==> config.mk <==
export PLATFORM = sky130hd
export DESIGN_NAME = adc_conversion_control
export DESIGN_NICKNAME = d
export VERILOG_FILES = /design/src/rtl/adc_ctrl_pkg.sv /design/src/rtl/adc_conversion_control.sv
export SDC_FILE = /design/constraint.sdc
export NUM_CORES = 1
export LEC_CHECK = 0
export BUFFER_PORTS_ARGS = -buffer_cell sky130_fd_sc_hd__buf_2
export CAP_MARGIN = 15
export CORE_ASPECT_RATIO = 1.1
export CORE_MARGIN = 3
export CORE_UTILIZATION = 30
export DETAILED_ROUTE_END_ITERATION = 8
export PLACE_DENSITY_LB_ADDON = 0.05
export SLEW_MARGIN = 10
export SYNTH_ARGS = -nofsm -noshare
export SYNTH_HDL_FRONTEND = slang
export SYNTH_SLANG_ARGS = --single-unit
==> constraint.sdc <==
create_clock -name SYS_CLK -period 10 [get_ports SYS_CLK]
set_input_delay 1.5 -clock SYS_CLK [delete_from_list [all_inputs] [get_ports SYS_CLK]]
set_output_delay 1.5 -clock SYS_CLK [all_outputs]
set_load 0.01 [all_outputs]
==> src/rtl/adc_ctrl_pkg.sv <==
// Constants, register map and carrier types for the converter control block.
// Assumes a classic Wishbone slave with 32-bit data and a single system clock.
//
// What this block does
// - Done flag sets on every finish, no compare.
// - With compare on, set only if true.
// - Control write or low result read clears done.
// - Done plus enable and mask raise the interrupt.
// - Single mode: one conversion per trigger.
// - Continuous mode: back-to-back after trigger.
// - Low five control bits choose channel.
// - Channel code passes to the core as written, undecoded.
// - All-ones channel powers off, no extra conversion.
// - Single mode idles low-power after finishing.
// - Four clock sources, bus clock after reset.
// - Selected clock divided by 1, 2, 4, 8.
// - Local clock keeps running in wait, stop3.
// - Alternate clock usable in wait, not stop.
// - Reference clock feeds the alternate input.
// - Trigger from counter overflow or request pin.
// - Rising trigger edge starts; busy edges ignored.
// - Resolution 12, 10 or 8 bits.
package adc_ctrl_pkg;

	// ----------------------------------------------------------------
	// Register map
	// ----------------------------------------------------------------
	localparam logic [7:0] OFS_STATUS_CONTROL_ONE = 8'h00;
	localparam logic [7:0] OFS_CONFIG             = 8'h04;
	localparam logic [7:0] OFS_RESULT_HIGH        = 8'h08;
	localparam logic [7:0] OFS_RESULT_LOW         = 8'h0C;
	localparam logic [7:0] OFS_COMPARE            = 8'h10;
	localparam logic [7:0] OFS_IRQ_STATUS         = 8'h14;
	localparam logic [7:0] OFS_IRQ_MASK           = 8'h18;

	// Field positions.
	localparam int BIT_DONE   = 7;
	localparam int BIT_IEN    = 6;
	localparam int BIT_CONT   = 5;
	localparam int CFG_CLK_LO = 0;
	localparam int CFG_DIV_LO = 2;
	localparam int CFG_MOD_LO = 4;
	localparam int CFG_HWT    = 6;
	localparam int CFG_TSEL   = 7;
	localparam int CFG_CFE    = 8;
	localparam int CFG_CGT    = 9;

	// Reset values and special codes.
	localparam logic [4:0] CHAN_OFF      = 5'h1F;
	localparam logic [4:0] CHAN_RESERVED = 5'h1C;
	localparam logic [4:0] CHAN_REF_HIGH = 5'h1D;
	localparam logic [4:0] CHAN_REF_LOW  = 5'h1E;
	localparam logic [4:0] CHAN_TEMP     = 5'h1A;
	localparam logic [4:0] CHAN_BANDGAP  = 5'h1B;
	localparam logic [7:0] SC1_RESET     = 8'h1F;
	localparam logic [9:0] CFG_RESET     = 10'h000;

	// Conversion clock cycles spent sampling before the first trial bit.
	localparam logic [4:0] SAMPLE_CYCLES = 5'h04;

	typedef enum logic [1:0] {
		CLK_BUS      = 2'h0,
		CLK_BUS_HALF = 2'h1,
		CLK_ALT      = 2'h2,
		CLK_LOCAL    = 2'h3
	} clk_src_t;

	typedef enum logic [1:0] {
		RES_8  = 2'h0,
		RES_12 = 2'h1,
		RES_10 = 2'h2
	} res_mode_t;

	typedef enum logic [2:0] {
		ST_OFF  = 3'b001,
		ST_IDLE = 3'b010,
		ST_CONV = 3'b100
	} conv_state_t;

	// Power-mode inputs from the system.
	typedef struct packed {
		logic wait_mode;
		logic stop2;
		logic stop3;
	} power_mode_t;

	// Request to the analog core.
	typedef struct packed {
		logic       enable;
		logic [4:0] channel;
		logic [1:0] resolution;
		logic       sample;
		logic [3:0] bit_index;
	} core_ctrl_t;

endpackage : adc_ctrl_pkg

==> src/rtl/adc_conversion_control.sv <==
// Control sequencer for a successive-approximation converter.
// Assumes a classic Wishbone master on SYS_CLK; clocks and trigger pins are asynchronous.
//
// Decided for this implementation: the placing of the registers and the Wishbone slave port.
`timescale 1ns/10ps

module adc_conversion_control (
	input  wire logic                     SYS_CLK,
	input  wire logic                     RST_N,
	input  wire logic [7:0]               WB_ADR_I,
	input  wire logic [31:0]              WB_DAT_I,
	output logic      [31:0]              WB_DAT_O,
	input  wire logic                     WB_WE_I,
	input  wire logic [3:0]               WB_SEL_I,
	input  wire logic                     WB_CYC_I,
	input  wire logic                     WB_STB_I,
	output logic                          WB_ACK_O,
	output logic                          IRQ,
	input  wire logic                     EXT_REFERENCE_CLOCK,
	input  wire logic                     LOCAL_ASYNC_CLOCK,
	input  wire logic                     RTC_OVERFLOW,
	input  wire logic                     IRQ_PIN,
	input  wire adc_ctrl_pkg::power_mode_t POWER_MODE,
	input  wire logic                     COMPARATOR_HIGH,
	output adc_ctrl_pkg::core_ctrl_t      CORE_CTRL,
	output logic                          CONVERSION_CLOCK_EN,
	output logic                          BUSY
);
	import adc_ctrl_pkg::*;

	typedef struct packed {
		logic [7:0]  sc1;
		logic [9:0]  cfg;
		logic [11:0] result;
		logic [11:0] compare;
		logic [11:0] sar;
		logic        irq_status;
		logic        irq_mask;
		conv_state_t state;
		logic [3:0]  bit_index;
		logic [4:0]  sample_cnt;
		logic        sampling;
		logic [2:0]  div_cnt;
		logic        half_tgl;
		logic [1:0]  alt_sync;
		logic        alt_prev;
		logic [1:0]  loc_sync;
		logic        loc_prev;
		logic [1:0]  rtc_sync;
		logic [1:0]  pin_sync;
		logic        trig_prev;
		logic [1:0]  cmp_sync;
		logic        ack;
		logic [31:0] rdata;
		logic        irq;
		logic        ck_en;
		logic        busy;
		core_ctrl_t  core;
	} state_t;

	state_t cur;
	state_t nxt;

	// ----------------------------------------------------------------
	// Combinational next-state logic
	// ----------------------------------------------------------------

	logic        acc;
	logic        wr_sc1;
	logic        rd_low;
	logic        src_tick;
	logic        div_tick;
	logic        trig;
	logic        trig_rise;
	logic        conv_done;
	logic        cmp_true;
	logic        set_done;
	logic [2:0]  div_max;
	logic [3:0]  top_bit;
	logic [11:0] trial;
	logic [11:0] mask_val;

	// Whole next state in one process; one clock, slow rates are enable pulses.
	always_comb begin
		nxt = cur;
		acc = WB_CYC_I & WB_STB_I & ~cur.ack;
		wr_sc1 = acc & WB_WE_I & WB_SEL_I[0] & (WB_ADR_I == OFS_STATUS_CONTROL_ONE);
		rd_low = acc & ~WB_WE_I & (WB_ADR_I == OFS_RESULT_LOW);
		nxt.ack = acc;
		nxt.rdata = 32'h0000_0000;
		src_tick = 1'b0;
		div_tick = 1'b0;
		trig = 1'b0;
		conv_done = 1'b0;
		cmp_true = 1'b0;
		set_done = 1'b0;
		trial = 12'h000;

		// Resynchronise the clock, trigger and comparator inputs before use.
		nxt.alt_sync = {cur.alt_sync[0], EXT_REFERENCE_CLOCK};
		nxt.alt_prev = cur.alt_sync[1];
		nxt.loc_sync = {cur.loc_sync[0], LOCAL_ASYNC_CLOCK};
		nxt.loc_prev = cur.loc_sync[1];
		nxt.rtc_sync = {cur.rtc_sync[0], RTC_OVERFLOW};
		nxt.pin_sync = {cur.pin_sync[0], IRQ_PIN};
		nxt.cmp_sync = {cur.cmp_sync[0], COMPARATOR_HIGH};
		nxt.half_tgl = ~cur.half_tgl;

		// Source clock selection as rising-edge enables of the bus clock.
		unique case (clk_src_t'(cur.cfg[CFG_CLK_LO +: 2]))
			CLK_BUS:      src_tick = 1'b1;
			CLK_BUS_HALF: src_tick = cur.half_tgl;
			// The alternate clock stops in stop modes; the local one keeps running.
			CLK_ALT:      src_tick = cur.alt_sync[1] & ~cur.alt_prev
				& ~POWER_MODE.stop2 & ~POWER_MODE.stop3;
			CLK_LOCAL:    src_tick = cur.loc_sync[1] & ~cur.loc_prev;
			default:      src_tick = 1'b0;
		endcase

		// Divide by 1, 2, 4 or 8.
		div_max = 3'((4'h1 << cur.cfg[CFG_DIV_LO +: 2]) - 4'h1);
		if (src_tick) begin
			if (cur.div_cnt >= div_max) begin
				nxt.div_cnt = 3'h0;
				div_tick = 1'b1;
			end else begin
				nxt.div_cnt = cur.div_cnt + 3'h1;
			end
		end
		nxt.ck_en = div_tick & (cur.state == ST_CONV);

		// Trigger source and rising edge detection.
		trig = cur.cfg[CFG_TSEL] ? cur.pin_sync[1] : cur.rtc_sync[1];
		nxt.trig_prev = trig;
		trig_rise = trig & ~cur.trig_prev & cur.cfg[CFG_HWT];

		unique case (res_mode_t'(cur.cfg[CFG_MOD_LO +: 2]))
			RES_12:  top_bit = 4'hB;
			RES_10:  top_bit = 4'h9;
			default: top_bit = 4'h7;
		endcase
		mask_val = 12'hFFF >> (4'hB - top_bit);

		// Successive approximation steps on conversion clock enables.
		unique case (cur.state)
			ST_OFF: begin
				nxt.state = ST_OFF;
			end
			ST_IDLE: begin
				// Ignore edges while busy; only idle edges launch.
				if (trig_rise) begin
					nxt.state = ST_CONV;
					nxt.sar = 12'h000;
					nxt.bit_index = top_bit;
					nxt.sampling = 1'b1;
					nxt.sample_cnt = SAMPLE_CYCLES;
				end
			end
			ST_CONV: begin
				if (div_tick) begin
					if (cur.sampling) begin
						nxt.sample_cnt = cur.sample_cnt - 5'h01;
						if (cur.sample_cnt == 5'h01) begin
							nxt.sampling = 1'b0;
						end
					end else begin
						trial = cur.sar | (12'h001 << cur.bit_index);
						nxt.sar = cur.cmp_sync[1] ? trial : cur.sar;
						if (cur.bit_index == 4'h0) begin
							conv_done = 1'b1;
						end else begin
							nxt.bit_index = cur.bit_index - 4'h1;
						end
					end
				end
			end
			default: nxt.state = ST_IDLE;
		endcase

		if (conv_done) begin
			nxt.result = nxt.sar & mask_val;
			cmp_true = cur.cfg[CFG_CGT] ? ((nxt.sar & mask_val) >= cur.compare)
				: ((nxt.sar & mask_val) < cur.compare);
			set_done = ~cur.cfg[CFG_CFE] | cmp_true;
			if (cur.sc1[BIT_CONT]) begin
				nxt.sar = 12'h000;
				nxt.bit_index = top_bit;
				nxt.sampling = 1'b1;
				nxt.sample_cnt = SAMPLE_CYCLES;
			end else begin
				nxt.state = ST_IDLE;
			end
		end

		// Control write: clears done; restarts, waits idle for a hardware trigger or powers down.
		if (wr_sc1) begin
			nxt.sc1 = {1'b0, WB_DAT_I[6:0]};
			if (WB_DAT_I[4:0] == CHAN_OFF) begin
				nxt.state = ST_OFF;
			end else if (cur.cfg[CFG_HWT]) begin
				nxt.state = ST_IDLE;
			end else begin
				nxt.state = ST_CONV;
				nxt.sar = 12'h000;
				nxt.bit_index = top_bit;
				nxt.sampling = 1'b1;
				nxt.sample_cnt = SAMPLE_CYCLES;
			end
		end else if (rd_low) begin
			nxt.sc1[BIT_DONE] = 1'b0;
		end
		// A finishing conversion wins over a simultaneous clear.
		if (set_done) begin
			nxt.sc1[BIT_DONE] = 1'b1;
			nxt.irq_status = 1'b1;
		end

		// Other register writes.
		if (acc & WB_WE_I & WB_SEL_I[0]) begin
			unique case (WB_ADR_I)
				OFS_CONFIG:     nxt.cfg[7:0] = WB_DAT_I[7:0];
				OFS_COMPARE:    nxt.compare[7:0] = WB_DAT_I[7:0];
				OFS_IRQ_MASK:   nxt.irq_mask = WB_DAT_I[BIT_DONE];
				OFS_IRQ_STATUS: if (WB_DAT_I[BIT_DONE] & ~set_done) nxt.irq_status = 1'b0;
				default:        ;
			endcase
		end
		if (acc & WB_WE_I & WB_SEL_I[1]) begin
			if (WB_ADR_I == OFS_CONFIG) nxt.cfg[9:8] = WB_DAT_I[9:8];
			if (WB_ADR_I == OFS_COMPARE) nxt.compare[11:8] = WB_DAT_I[11:8];
		end

		// Read mux; unmapped addresses read as zero.
		if (acc & ~WB_WE_I) begin
			unique case (WB_ADR_I)
				OFS_STATUS_CONTROL_ONE: nxt.rdata = {24'h000000, cur.sc1};
				OFS_CONFIG:             nxt.rdata = {22'h000000, cur.cfg};
				OFS_RESULT_HIGH:        nxt.rdata = {28'h0000000, cur.result[11:8]};
				OFS_RESULT_LOW:         nxt.rdata = {24'h000000, cur.result[7:0]};
				OFS_COMPARE:            nxt.rdata = {20'h00000, cur.compare};
				OFS_IRQ_STATUS:         nxt.rdata = {24'h000000, cur.irq_status, 7'h00};
				OFS_IRQ_MASK:           nxt.rdata = {24'h000000, cur.irq_mask, 7'h00};
				default:                nxt.rdata = 32'h0000_0000;
			endcase
		end

		// Interrupt needs both the done enable and the mask.
		nxt.irq = nxt.irq_status & nxt.irq_mask & nxt.sc1[BIT_IEN];

		// Busy is registered so that the port comes straight from a flip-flop.
		nxt.busy = (nxt.state == ST_CONV);
		nxt.core.enable = (nxt.state == ST_CONV);
		nxt.core.channel = nxt.sc1[4:0];
		nxt.core.resolution = nxt.cfg[CFG_MOD_LO +: 2];
		nxt.core.sample = nxt.sampling & (nxt.state == ST_CONV);
		nxt.core.bit_index = nxt.bit_index;
	end

	// ----------------------------------------------------------------
	// State register
	// ----------------------------------------------------------------

	// Synchronous reset; everything starts powered off on the bus clock.
	always_ff @(posedge SYS_CLK) begin
		if (!RST_N) begin
			cur <= '0;
			cur.sc1 <= SC1_RESET;
			cur.cfg <= CFG_RESET;
			cur.state <= ST_OFF;
			cur.core.channel <= CHAN_OFF;
		end else begin
			cur <= nxt;
		end
	end

	assign WB_ACK_O = cur.ack;
	assign WB_DAT_O = cur.rdata;
	assign IRQ = cur.irq;
	assign CORE_CTRL = cur.core;
	assign CONVERSION_CLOCK_EN = cur.ck_en;
	assign BUSY = cur.busy;

endmodule // adc_conversion_control

## Word level (Yosys, flattened, before mapping)

Cells that the tools add are included.

| storage, ports and cells | value |
|---|---|
| register bits | 128 |
| input port bits | 57 |
| output and inout port bits | 49 |
| logic and storage cells | 150 |

| cells by class | value |
|---|---|
| $add $sub $neg | 5 |
| order comparisons | 3 |
| equal/unequal tests | 17 |
| shift operators | 3 |
| multiplexer cells | 48 |
| bitwise operators | 32 |
| reduce and logical (&&, ||, !) cells | 9 |

Operators with widths:

| cell | number |
|---|---|
| two-way mux 12 bit | 9 |
| one-hot mux 12 bit (7 select lines) | 1 |
| two-way mux 10 bit | 4 |
| two-way mux 13 bit | 3 |
| == test 8 x 5 -> 1 bit (second input constant) | 3 |
| one-hot mux 12 bit (2 select lines) | 1 |
| one-hot mux 10 bit (2 select lines) | 1 |
| AND 1 bit | 19 |
| two-way mux 1 bit | 17 |
| == test 8 x 4 -> 1 bit (second input constant) | 2 |
| AND 12 bit | 1 |
| greater-or-equal comparator 12 bit | 1 |
| less-than comparator 12 bit | 1 |
| two-way mux 3 bit | 4 |
| bitwise OR 12 bit | 1 |
| left shift 1 x 4 -> 12 bit (first input constant) | 1 |
| right shift 12 x 4 -> 12 bit (first input constant) | 1 |
| inverter 1 bit | 10 |
| AND reduction 2 bit | 5 |
| one-hot mux 3 bit (3 select lines) | 1 |
| == test 8 x 3 -> 1 bit (second input constant) | 1 |
| logical NOT 8 bit | 1 |
| two-way mux 4 bit | 2 |
| one-hot mux 4 bit (2 select lines) | 1 |
| 22 further kinds | 26 |

## Depth between registers and ports, before layout

Gate-level depths: netlist of the first run.

| depth | value |
|---|---|
| word-level depth | 20 |
| mapped depth | 15 |
| depth with buffers taken out | 15 |

## Worst setup path after synthesis of the first run

OpenSTA, ideal clock, no wires.

| timing path | value |
|---|---|
| path type | input to register |
| from | input POWER_MODE[1] in the netlist's numbering |
| to | register cur, in the netlist IRQ |
| library setup time | 0.096 ns |
| data arrival time | 4.443 ns |
| required time | 9.904 ns |
| path slack | 5.461 ns |
| stages | 13 |
| path buffers | 0 |
| cells stage by stage | or4b_1 -> a32oi_2 -> nand4b_1 -> nor4_1 -> a21oi_1 -> nor2_1 -> ha_1 -> and4b_1 -> a211oi_1 -> o32a_1 -> o211ai_1 -> and3_1 -> nor4b_1 |

| between the ends | value |
|---|---|
| word-level cells in the longest chain between the ends | 19 |
| elaborated cells on any way between the ends | 23 |
| classes of those cells | order compare: 2; mux: 12; bitwise: 9 |

Ends and longest elaborated chain:

| item | RTL line | RTL |
|---|---|---|
| from (decl) | adc_conversion_control.sv:23 | `input wire adc_ctrl_pkg::power_mode_t POWER_MODE,` |
| inverter 1 bit (*) | adc_conversion_control.sv:115 | `& ~POWER_MODE.stop2 & ~POWER_MODE.stop3;` |
| AND 1 bit (*) (2 in series) | adc_conversion_control.sv:115 |  |
| one-hot mux 1 bit (4 select lines) (*) | adc_conversion_control.sv:110 | `unique case (clk_src_t'(cur.cfg[CFG_CLK_LO +: 2]))` |
| two-way mux 1 bit (*) | adc_conversion_control.sv:122 | `if (src_tick) begin` |
| two-way mux 12 bit | adc_conversion_control.sv:160 | `if (div_tick) begin` |
| one-hot mux 12 bit (2 select lines) | adc_conversion_control.sv:145 | `unique case (cur.state)` |
| AND 12 bit | adc_conversion_control.sv:182, adc_conversion_control.sv:183 |  |
| less-than comparator 12 bit or greater-or-equal comparator 12 bit (tied branches) | adc_conversion_control.sv:183, adc_conversion_control.sv:182 |  |
| two-way mux 1 bit | adc_conversion_control.sv:182 | `cmp_true = cur.cfg[CFG_CGT] ? ((nxt.sar & mask_val) >= cur.compare)` |
| bitwise OR 1 bit | adc_conversion_control.sv:184 | `set_done = ~cur.cfg[CFG_CFE] \| cmp_true;` |
| two-way mux 1 bit (*) | adc_conversion_control.sv:180 | `if (conv_done) begin` |
| inverter 1 bit | adc_conversion_control.sv:224 | `OFS_IRQ_STATUS: if (WB_DAT_I[BIT_DONE] & ~set_done) nxt.irq_status = 1'b0;` |
| AND 1 bit | adc_conversion_control.sv:224 |  |
| two-way mux 1 bit | adc_conversion_control.sv:224 |  |
| two-way mux 1 bit | adc_conversion_control.sv:220 | `unique case (WB_ADR_I)` |
| two-way mux 2 bit (*) | adc_conversion_control.sv:219 | `if (acc & WB_WE_I & WB_SEL_I[0]) begin` |
| AND 1 bit (*) (2 in series) | adc_conversion_control.sv:248 | `nxt.irq = nxt.irq_status & nxt.irq_mask & nxt.sc1[BIT_IEN];` |
| to (signal assigned) | adc_conversion_control.sv:272 | `cur <= nxt;` |
| to (decl) | adc_conversion_control.sv:61 | `state_t cur;` |

Mark *: on every way between the ends. The rest lies on a longest branch, timed or not.
A chain may end at the register's enable or synchronous reset.

## Worst setup path after layout of the first run

Same ends and word-level chain as after synthesis.

==> out/results.txt, run 1 <==
Sequential fraction of the synthesis area: 0.395
Final Slew Violations: 0
Diode count: 0
Critical R2R Launch: cur[119]$_SDFFE_PN0P_
Overall routed net length: 14.4 mm
Fillers: 1816
Vias in the first global route: 4042
Max_slew headroom: 0.311
Min Clock Period, post-route: 4.99 ns
Yosys reg bits: 103
Flop2flop setup slack: 5.62 ns
Worst path bufs/invs: 1
Area grow syn2layout: 10.4%
Largest net degree at the start of global routing: 80
Nets: 698
Power per Cell Area: 137 mW/mm^2
Simple-Gate Fraction of Synth Area: 0.231
IO buf count: 62
Slowest stage cell on the critical path: or4b_1
Wire length per cell: 16.9 um
WP data arrival: 5.24 ns
Achievable Freq: 201 MHz
CP Cell Sequence: buf_2, or4b_1, a32oi_2, nand4b_1, nor4_1, a21oi_1, nor2_1, ha_1, and4b_1, a211oi_1, o32a_1, o211ai_1, and3_1, nor4b_1
CTS root buffer: clkbuf_16
RSZ-0062 raised after global routing: no
Post-synthesis mux area share: 0.0367
TritonRoute pass-1 iters: 4
DR DRC count: 0
Synth Area in Compound Gates: 0.170
Die W: 132 um
CP Launch Type: input port
Reg clk slew, reported paths: 0.07 ns
Via density per instance: 4.89
Violation count after the first detailed-routing iteration: 214
Synthesized area per cell: 8.89 um^2
Post-Syn Area: 0.00522 mm^2
Max cap viols: 0
Clk sinks: 103
Hold Crit Start: cur[62]$_SDFF_PN0_
WHS Endpoint: cur[62]$_SDFF_PN0_
HPWL after detailed placement: 10.5 mm
R2r endpoint: IRQ$_SDFF_PN0_
Worst R2R Path Depth: 15
First-pass GRT wire length: 23.3 mm
Final setup viols: 0
Longest Clk Path Bufs: 2
Gate count after technology mapping: 587
Status: finished, final reports clean
Hold Path Depth: 1
Synth Area in Adders: 0.0599
Cts bufs inserted: 9
Initial Util: 0.313
# IOs: 106
CP Max Fanout: 6
Total GRT Usage: 0.157
DIE HEIGHT: 144 um
CTS tree: yes
Core Area: 0.0167 mm^2
Main combinational cell family by area after synthesis: simple AND/OR/NAND/NOR gates
Yosys warning count: 0
Share of cells above drive strength 1: 0.158
Buffer count from post-CTS setup fixing: 0
Die Area: 0.0190 mm^2
GPL Wtd Cong: 0.806
Critical Path RT: 10.26 ns
Skew-Pair Late Insertion Delay: 0.35 ns
# rows: 49
Cts hold-fix bufs: 0
Post-Synth XOR/XNOR Area: 0.00168
Fin util: 0.346
Critical path's largest stage delay: 0.54 ns
Total gr overflow: 0
Fraction of registers with async set/reset: 0
Post-Route Skew: 0.00630 ns
CTS resizes: 0
Netlist cell types: 70
EDFF count, synth: 0
Via count: 4153
Lkg Pwr: 2.25 nW
Detail Route Antenna Nets: 0
Commonest non-fill, non-tap cells in the layout: dfxtp_1, buf_2, nand2_1, nor2_1
Critical path class: in2reg
Prevailing post-synth register cell: dfxtp_1
Worst slew pin tran: 1.03 ns
Fin crit share: 0.499
Most common cell after layout, fill and taps aside: dfxtp_1
Hold violation total from the final report: 0
Crit. End Element: flip-flop
H-Tree Depth: 3
CP top delay family: simple AND/OR/NAND/NOR gates
Worst vdd ir: 0.0822 mV
Min-delay worst type: reg2reg
Final setup TNS: 0 ns
Initial antenna violation count: 0
==> kinds of logic after synthesis <==
logic type,count (synthesis)
other cells,1
buf+inv,94
simple gates,217
flops,103
fa+ha+maj,25
compound gates,127
mux,19
xor+xnor,1
==> report_power, final <==
group          switching, W  total [W]  leakage [nW]  internal (W)
Sequential       0.00000163   0.000415         0.833      0.000413
Clock              0.000167   0.000347         0.145      0.000180
Combinational     0.0000188  0.0000301          1.27     0.0000113
Total              0.000188   0.000792          2.25      0.000604
==> sequential cells by signal, summed over array words and instances, names as in the netlist <==
register             flops
cur                     82
WB_DAT_O                12
CORE_CTRL                6
CONVERSION_CLOCK_EN      1
IRQ                      1
WB_ACK_O                 1
==> metal layers <==
layer	wire (um)	GRT usage	vias up
li1	-	-	2077
met3	557	0.0282	6
met4	119	0.0575	0
met1	6760	0.203	1983
met5	0	0	-
met2	6940	0.265	87
==> metrics by stage <==
| stage | cells | total power (W) | hold WS, ns | instance area, um^2 | worst slack, ns |
|---|---|---|---|---|---|
| 6_report | 850 | 0.000792 | 0.425 | 5760 | 5.01 |
| 4_1_cts | 850 | 0.000807 | 0.422 | 5760 | 5.01 |
| 3_5_place_dp | 834 | 0.000454 | 0.404 | 5470 | 4.64 |
| 5_1_grt | 850 | 0.000829 | 0.436 | 5760 | 4.53 |
| 2_1_floorplan | 606 | 0.000448 | 0.393 | 5290 | 5.46 |
| 3_3_place_gp | 834 | 0.000454 | 0.413 | 5470 | 4.59 |
==> cell usage after synthesis (2+ instances only) <==
cell	number	area [um^2]
nor3_2	2	20.0
nand2b_1	11	68.8
buf_4	46	345
nor4_1	3	18.8
a221oi_1	2	17.5
and3_1	5	31.3
o21a_1	7	52.6
nand3b_1	3	22.5
a22oi_1	25	188
a21o_1	3	22.5
a311oi_1	3	26.3
nor3_1	12	60.1
a31oi_1	7	43.8
nor2b_1	26	163
or3_1	2	12.5
nand2_1	48	180
o21bai_1	2	15.0
or4b_1	2	20.0
dfxtp_1	103	2060
o31a_1	2	17.5
buf_6	2	22.5
nand4_1	4	25.0
a32o_1	2	20.0
nor2_1	40	150
mux2i_1	18	180
or2_2	2	12.5
buf_2	3	15.0
nand4b_1	2	17.5
o31ai_1	6	45.0
o21ai_0	19	95.1
a41oi_1	2	17.5
a211oi_1	4	30.0
and2_1	17	106
a21boi_0	10	75.1
clkbuf_1	14	52.6
ha_1	25	313
or3_4	2	22.5
nor4b_1	2	17.5
nand3_1	21	105
inv_1	26	97.6
a21oi_1	21	105
nor3b_1	3	22.5
==> worst reg2reg max path, stage by stage, from the launching register on <==
cell and delay (ns):
dfxtp_1 0.36, or2_2 0.32, ha_1 0.28, nor2b_1 0.05, o21ai_0 0.51, nand4b_1 0.34
nor4_1 0.50, a21oi_1 0.22, nor2_1 0.13, ha_1 0.25, and4b_1 0.20, a211oi_1 0.33
o32a_1 0.20, o211ai_1 0.12, and3_1 0.21, nor4b_1 0.28
==> cell type report <==
cell class | count | area, um^2 | area share
Multi-Input combinational cell | 409 | 2680 | 0.465
Sequential cell | 103 | 2060 | 0.358
Timing Repair Buffer | 67 | 348 | 0.0604
Tap cell | 229 | 287 | 0.0497
Clock buffer | 10 | 239 | 0.0415
Inverter | 26 | 97.6 | 0.0169
Clock inverter | 6 | 51.3 | 0.00890
==> worst max-delay path by stage <==
stage,start,end,slack (ns),cells after the start
3_5_place_dp,POWER_MODE[1],IRQ$_SDFF_PN0_,4.64,14
5_1_grt,POWER_MODE[1],IRQ$_SDFF_PN0_,4.53,14
6_report,POWER_MODE[1],IRQ$_SDFF_PN0_,5.01,14
2_1_floorplan,POWER_MODE[1],IRQ$_SDFF_PN0_,5.46,13
3_3_place_gp,POWER_MODE[1],IRQ$_SDFF_PN0_,4.59,14
4_1_cts,POWER_MODE[1],IRQ$_SDFF_PN0_,5.01,14
No activity file was read; power rests on OpenSTA's default activity.
==> run 2: changes to the inputs <==
- clock period: 10 -> 4.2 ns (I/O delays scaled with it)
==> run 2 against run 1 <==
Clock skew rose by 0.0031 ns. Sequential cell count unchanged. Power increased by 140%. Worst setup slack worse by 4.6 ns. Combinational power grew 140%.
==> out/results.txt, run 2 (synthesis gave the netlist of run 1 again) <==
Commonest non-fill, non-tap cells in the layout: dfxtp_1, buf_2, nand2_1, nor2_1
Final Slew Violations: 0
Placed insts: 853
Critical path class: reg2reg
DIE HEIGHT: 144 um
Largest net degree at the start of global routing: 31
Biggest register: cur
Detail Route Antenna Nets: 0
Fin crit share: 0.909
GPL Wtd Cong: 0.809
Worst slew pin tran: 0.891 ns
CTS tree: yes
CP Cell Sequence: or2_2, ha_1, nor2b_1, o21ai_1, nand4b_1, buf_4, nor4_4, a22oi_1, nor2_1, ha_1, nand4_1, or2_2, o21ai_0, o211ai_1, and3_1, nor4b_1
Lkg Pwr: 2.33 nW
Fillers: 1768
Worst path bufs/invs: 1
Cts bufs inserted: 9
DR DRC count: 0
CP Max Fanout: 4
# rows: 49
Post-Route Skew: 0.00937 ns
Total gr overflow: 0
Max cap viols: 0
Area grow syn2layout: 13.6%
# IOs: 106
Crit. End Element: flip-flop
Longest Clk Path Bufs: 2
Die W: 132 um
Clk sinks: 103
Via density per instance: 4.87
HPWL after detailed placement: 11.0 mm
H-Tree Depth: 3
Critical path's largest stage delay: 0.38 ns
Share of cells above drive strength 1: 0.183
Via count: 4234
Vias in the first global route: 4182
TritonRoute pass-1 iters: 4
Most common cell after layout, fill and taps aside: dfxtp_1
First-pass GRT wire length: 23.9 mm
Slowest stage cell on the critical path: dfxtp_1
Reg clk slew, reported paths: 0.08 ns
CP top delay family: simple AND/OR/NAND/NOR gates
CP Launch Type: flip-flop
Placed inst area: 0.00561 mm^2
Diode count: 0
Total GRT Usage: 0.161
IO buf count: 62
Post-Layout Cell Count: 869
Nets: 717
Power per Cell Area: 326 mW/mm^2
Critical Path RT: 4.46 ns
WP data arrival: 4.08 ns
Status: finished, final reports clean
Overall routed net length: 15.1 mm
Skew-Pair Late Insertion Delay: 0.36 ns
Wire length per cell: 17.3 um
Hold violation total from the final report: 0
Achievable Freq: 262 MHz
Max_slew headroom: 0.403
Initial Util: 0.313
Violation count after the first detailed-routing iteration: 194
Worst vdd ir: 0.167 mV
Core Area: 0.0167 mm^2
Min Clock Period, post-route: 3.82 ns
Min-delay worst type: reg2reg
Final std cell area, no fill: 0.00593 mm^2
Final setup viols: 0
Die Area: 0.0190 mm^2
CTS root buffer: clkbuf_16
Largest register FFs: 82
Initial antenna violation count: 0
Cts hold-fix bufs: 0
RSZ-0062 raised after global routing: no
-- run 2: report_power, final --
part | switching [W] | internal [W]
clock | 0.000404 | 0.000466
combinational | 0.0000455 | 0.0000280
sequential | 0.00000381 | 0.000984
total | 0.000453 | 0.00148
-- run 2: timing repair --
| action | CTS | global route |
|---|---|---|
| setup endpoints to repair | 0 | 3 |
| resized for setup | 0 | 3 |
| setup buffers | 0 | 0 |
-- run 2: area by class of cell --
cell class	count	area, um^2	area share
Multi-Input combinational cell	409	2690	0.454
Sequential cell	103	2060	0.348
Timing Repair Buffer	86	490	0.0827
Tap cell	229	287	0.0483
Clock buffer	10	229	0.0386
Inverter	26	97.6	0.0165
Clock inverter	6	71.3	0.0120
-- run 2: worst paths after layout --
kind                                             from  cells past startpoint  slack, ns                  to
worst max-delay path            cur[119]$_SDFFE_PN0P_                     16       0.38      IRQ$_SDFF_PN0_
worst min-delay path               cur[62]$_SDFF_PN0_                      1       0.42  cur[62]$_SDFF_PN0_
worst max register to register  cur[119]$_SDFFE_PN0P_                     16       0.38      IRQ$_SDFF_PN0_
worst min register to register     cur[62]$_SDFF_PN0_                      1       0.42  cur[62]$_SDFF_PN0_
-- run 2: metrics by stage --
step | setup TNS [ns] | setup WS (ns) | total power [W] | hold slack, ns | util
3_3_place_gp | -0.0472 | -0.0254 | 0.00108 | 0.408 | 0.337
2_1_floorplan | 0 | 0.531 | 0.00107 | 0.393 | -
5_1_grt | 0 | 0.0725 | 0.00200 | 0.446 | 0.355
4_1_cts | 0 | 0.140 | 0.00196 | 0.422 | 0.355
6_report | 0 | 0.384 | 0.00193 | 0.424 | 0.355
3_5_place_dp | -0.128 | -0.0474 | 0.00108 | 0.404 | 0.337
-- run 2: per-layer routing --
| layer | GRT usage | vias to the layer above | part of all wire | routed length, um |
|---|---|---|---|---|
| li1 | - | 2117 | - | - |
| met1 | 0.215 | 2007 | 0.48 | 7240 |
| met2 | 0.263 | 89 | 0.47 | 7070 |
| met3 | 0.0240 | 21 | 0.031 | 467 |
| met4 | 0.0652 | 0 | 0.020 | 301 |
| met5 | 0 | - | 0 | 0 |
==> run 3: changes to the inputs <==
- CORE_MARGIN: 3 -> unset
- CTS_CLUSTER_SIZE: unset -> 10
- clock period: 4.2 -> 3.65 ns (I/O delays scaled with it)
==> run 3 against run 2 <==
Final cell count increased by 3.7%. Register-to-register slack worse by 0.26 ns. Die area fell by 5.7%. Largest power group unchanged. Maximum frequency rose by 8.3%.
==> out/results.txt, run 3 (synthesis gave the netlist of run 1 again) <==
CTS root buffer: clkbuf_16
Multi-input gate area: 0.00280 mm^2
Initial Util: 0.307
Longest Clk Path Bufs: 2
Cts bufs inserted: 9
Core Area: 0.0170 mm^2
Critical path launch point: cur[59]$_SDFF_PN0_
Clk sinks: 103
Cts hold-fix bufs: 0
Die W: 128 um
DR DRC count: 0
Final std cell area, no fill: 0.00627 mm^2
Final setup viols: 0
Most common cell after layout, fill and taps aside: dfxtp_1
Comb pwr share: 0.037
Hold violation total from the final report: 0
R2r endpoint: IRQ$_SDFF_PN0_
Min-delay worst type: in2reg
Slowest stage cell on the critical path: or4b_4
TritonRoute pass-1 iters: 6
Flop pwr share: 0.497
WP data arrival: 3.76 ns
CP top delay family: simple AND/OR/NAND/NOR gates
Skew-Pair Late Insertion Delay: 0.35 ns
Post-Route Skew: 0.00722 ns
End point of the critical path: IRQ$_SDFF_PN0_
Commonest non-fill, non-tap cells in the layout: dfxtp_1, buf_2, buf_4, nand2_1, nor2_1
Fin util: 0.369
DIE HEIGHT: 140 um
Die Area: 0.0179 mm^2
IO buf count: 62
Final Slew Violations: 0
CP Launch Type: flip-flop
# rows: 50
Worst R2R Path Depth: 15
CTS tree: yes
Placed inst area: 0.00579 mm^2
Fin crit share: 0.966
Min Clock Period, post-route: 3.52 ns
CP Cell Sequence: or4b_4, a32oi_4, nand4b_1, buf_4, nor4_4, buf_4, a22oi_2, nor2_2, ha_4, a21o_1, a21o_1, a211o_1, o211ai_1, and3_4, nor4b_2
Fillers: 1822
Flop2flop setup slack: 0.13 ns
Overall routed net length: 15.0 mm
Internal power: 0.00177 W
Critical path's largest stage delay: 0.55 ns
Violation count after the first detailed-routing iteration: 183
Wire length per cell: 16.6 um
Biggest register: cur
RSZ-0062 raised after global routing: yes
Nets: 744
HPWL after detailed placement: 11.1 mm
Final Hold Slack: 0.395 ns
Via count: 4279
WP depth: 15
Critical R2R Launch: cur[59]$_SDFF_PN0_
Lkg Pwr: 2.50 nW
Detail Route Antenna Nets: 0
Total GRT Usage: 0.174
Critical path class: reg2reg
Crit. End Element: flip-flop
Max_slew headroom: 0.566
Power per Cell Area: 364 mW/mm^2
Flip-flop and latch area: 0.00207 mm^2
Via density per instance: 4.75
Clock share of power: 0.465
Worst path bufs/invs: 2
Worst slew pin tran: 0.646 ns
Achievable Freq: 284 MHz
Vias in the first global route: 4228
First-pass GRT wire length: 23.6 mm
H-Tree Depth: 3
Largest register FFs: 82
Share of cells above drive strength 1: 0.250
Max cap viols: 0
GPL Wtd Cong: 0.787
Status: finished, final reports clean
CP Max Fanout: 3
Worst vdd ir: 0.220 mV
Initial antenna violation count: 0
Switching power: 0.000516 W
Reg clk slew, reported paths: 0.07 ns
Largest net degree at the start of global routing: 58
# IOs: 106
Diode count: 0
Switching portion of total power: 0.226
Area grow syn2layout: 20.2%
Critical Path RT: 3.89 ns
Total gr overflow: 0
[run 3: layout make-up]
cell class	instances	share of cell area
clock buffers	9	0.0359
clock inverters	7	0.0154
inverters	26	0.0156
multi-input cells	409	0.447
flip-flops and latches	103	0.329
well taps	234	0.0467
repair buffers	113	0.111
[run 3: how the worst min path moves through the flow]
stage,start,end,slack (ns),depth (start not counted)
finish,IRQ_PIN,cur[52]$_SDFF_PN0_,0.39,2
CTS,IRQ_PIN,cur[52]$_SDFF_PN0_,0.38,2
floorplan,cur[62]$_SDFF_PN0_,cur[62]$_SDFF_PN0_,0.39,1
detailed placement,cur[62]$_SDFF_PN0_,cur[62]$_SDFF_PN0_,0.41,1
global placement,cur[62]$_SDFF_PN0_,cur[62]$_SDFF_PN0_,0.41,1
global route,IRQ_PIN,cur[52]$_SDFF_PN0_,0.39,2
[run 3: power groups by stage]
stage	clock (W)	sequential, W	combinational, W
CTS	0.00110	0.00114	0.0000863
detailed placement	0	0.00116	0.0000852
floorplan	0	0.00116	0.0000644
finish	0.00106	0.00114	0.0000850
global placement	0	0.00116	0.0000844
global route	0.00115	0.00114	0.0000948
[run 3: routing by layer]
| layer | share of wire | up-vias | global-route usage | wire length (um) |
|---|---|---|---|---|
| met5 | 0 | - | 0 | 0 |
| met4 | 0.017 | 0 | 0.0601 | 258 |
| met3 | 0.028 | 16 | 0.0206 | 416 |
| met2 | 0.51 | 73 | 0.312 | 7580 |
| met1 | 0.45 | 2032 | 0.214 | 6700 |
| li1 | - | 2158 | - | - |
[run 3: timing repair]
item,4_1_cts,5_1_grt
gates resized for setup,9,19
pin swaps,9,10
buffers inserted,4,1
setup endpoints to repair,3,3
[run 3: through the flow]
stage	instances	setup WS [ns]	total power [W]	setup TNS (ns)
global placement	880	-0.341	0.00125	-0.988
CTS	900	0.0190	0.00232	0
finish	901	0.126	0.00229	0
floorplan	606	0.0636	0.00123	0
global route	901	-0.126	0.00238	-0.251
detailed placement	880	-0.414	0.00125	-1.17
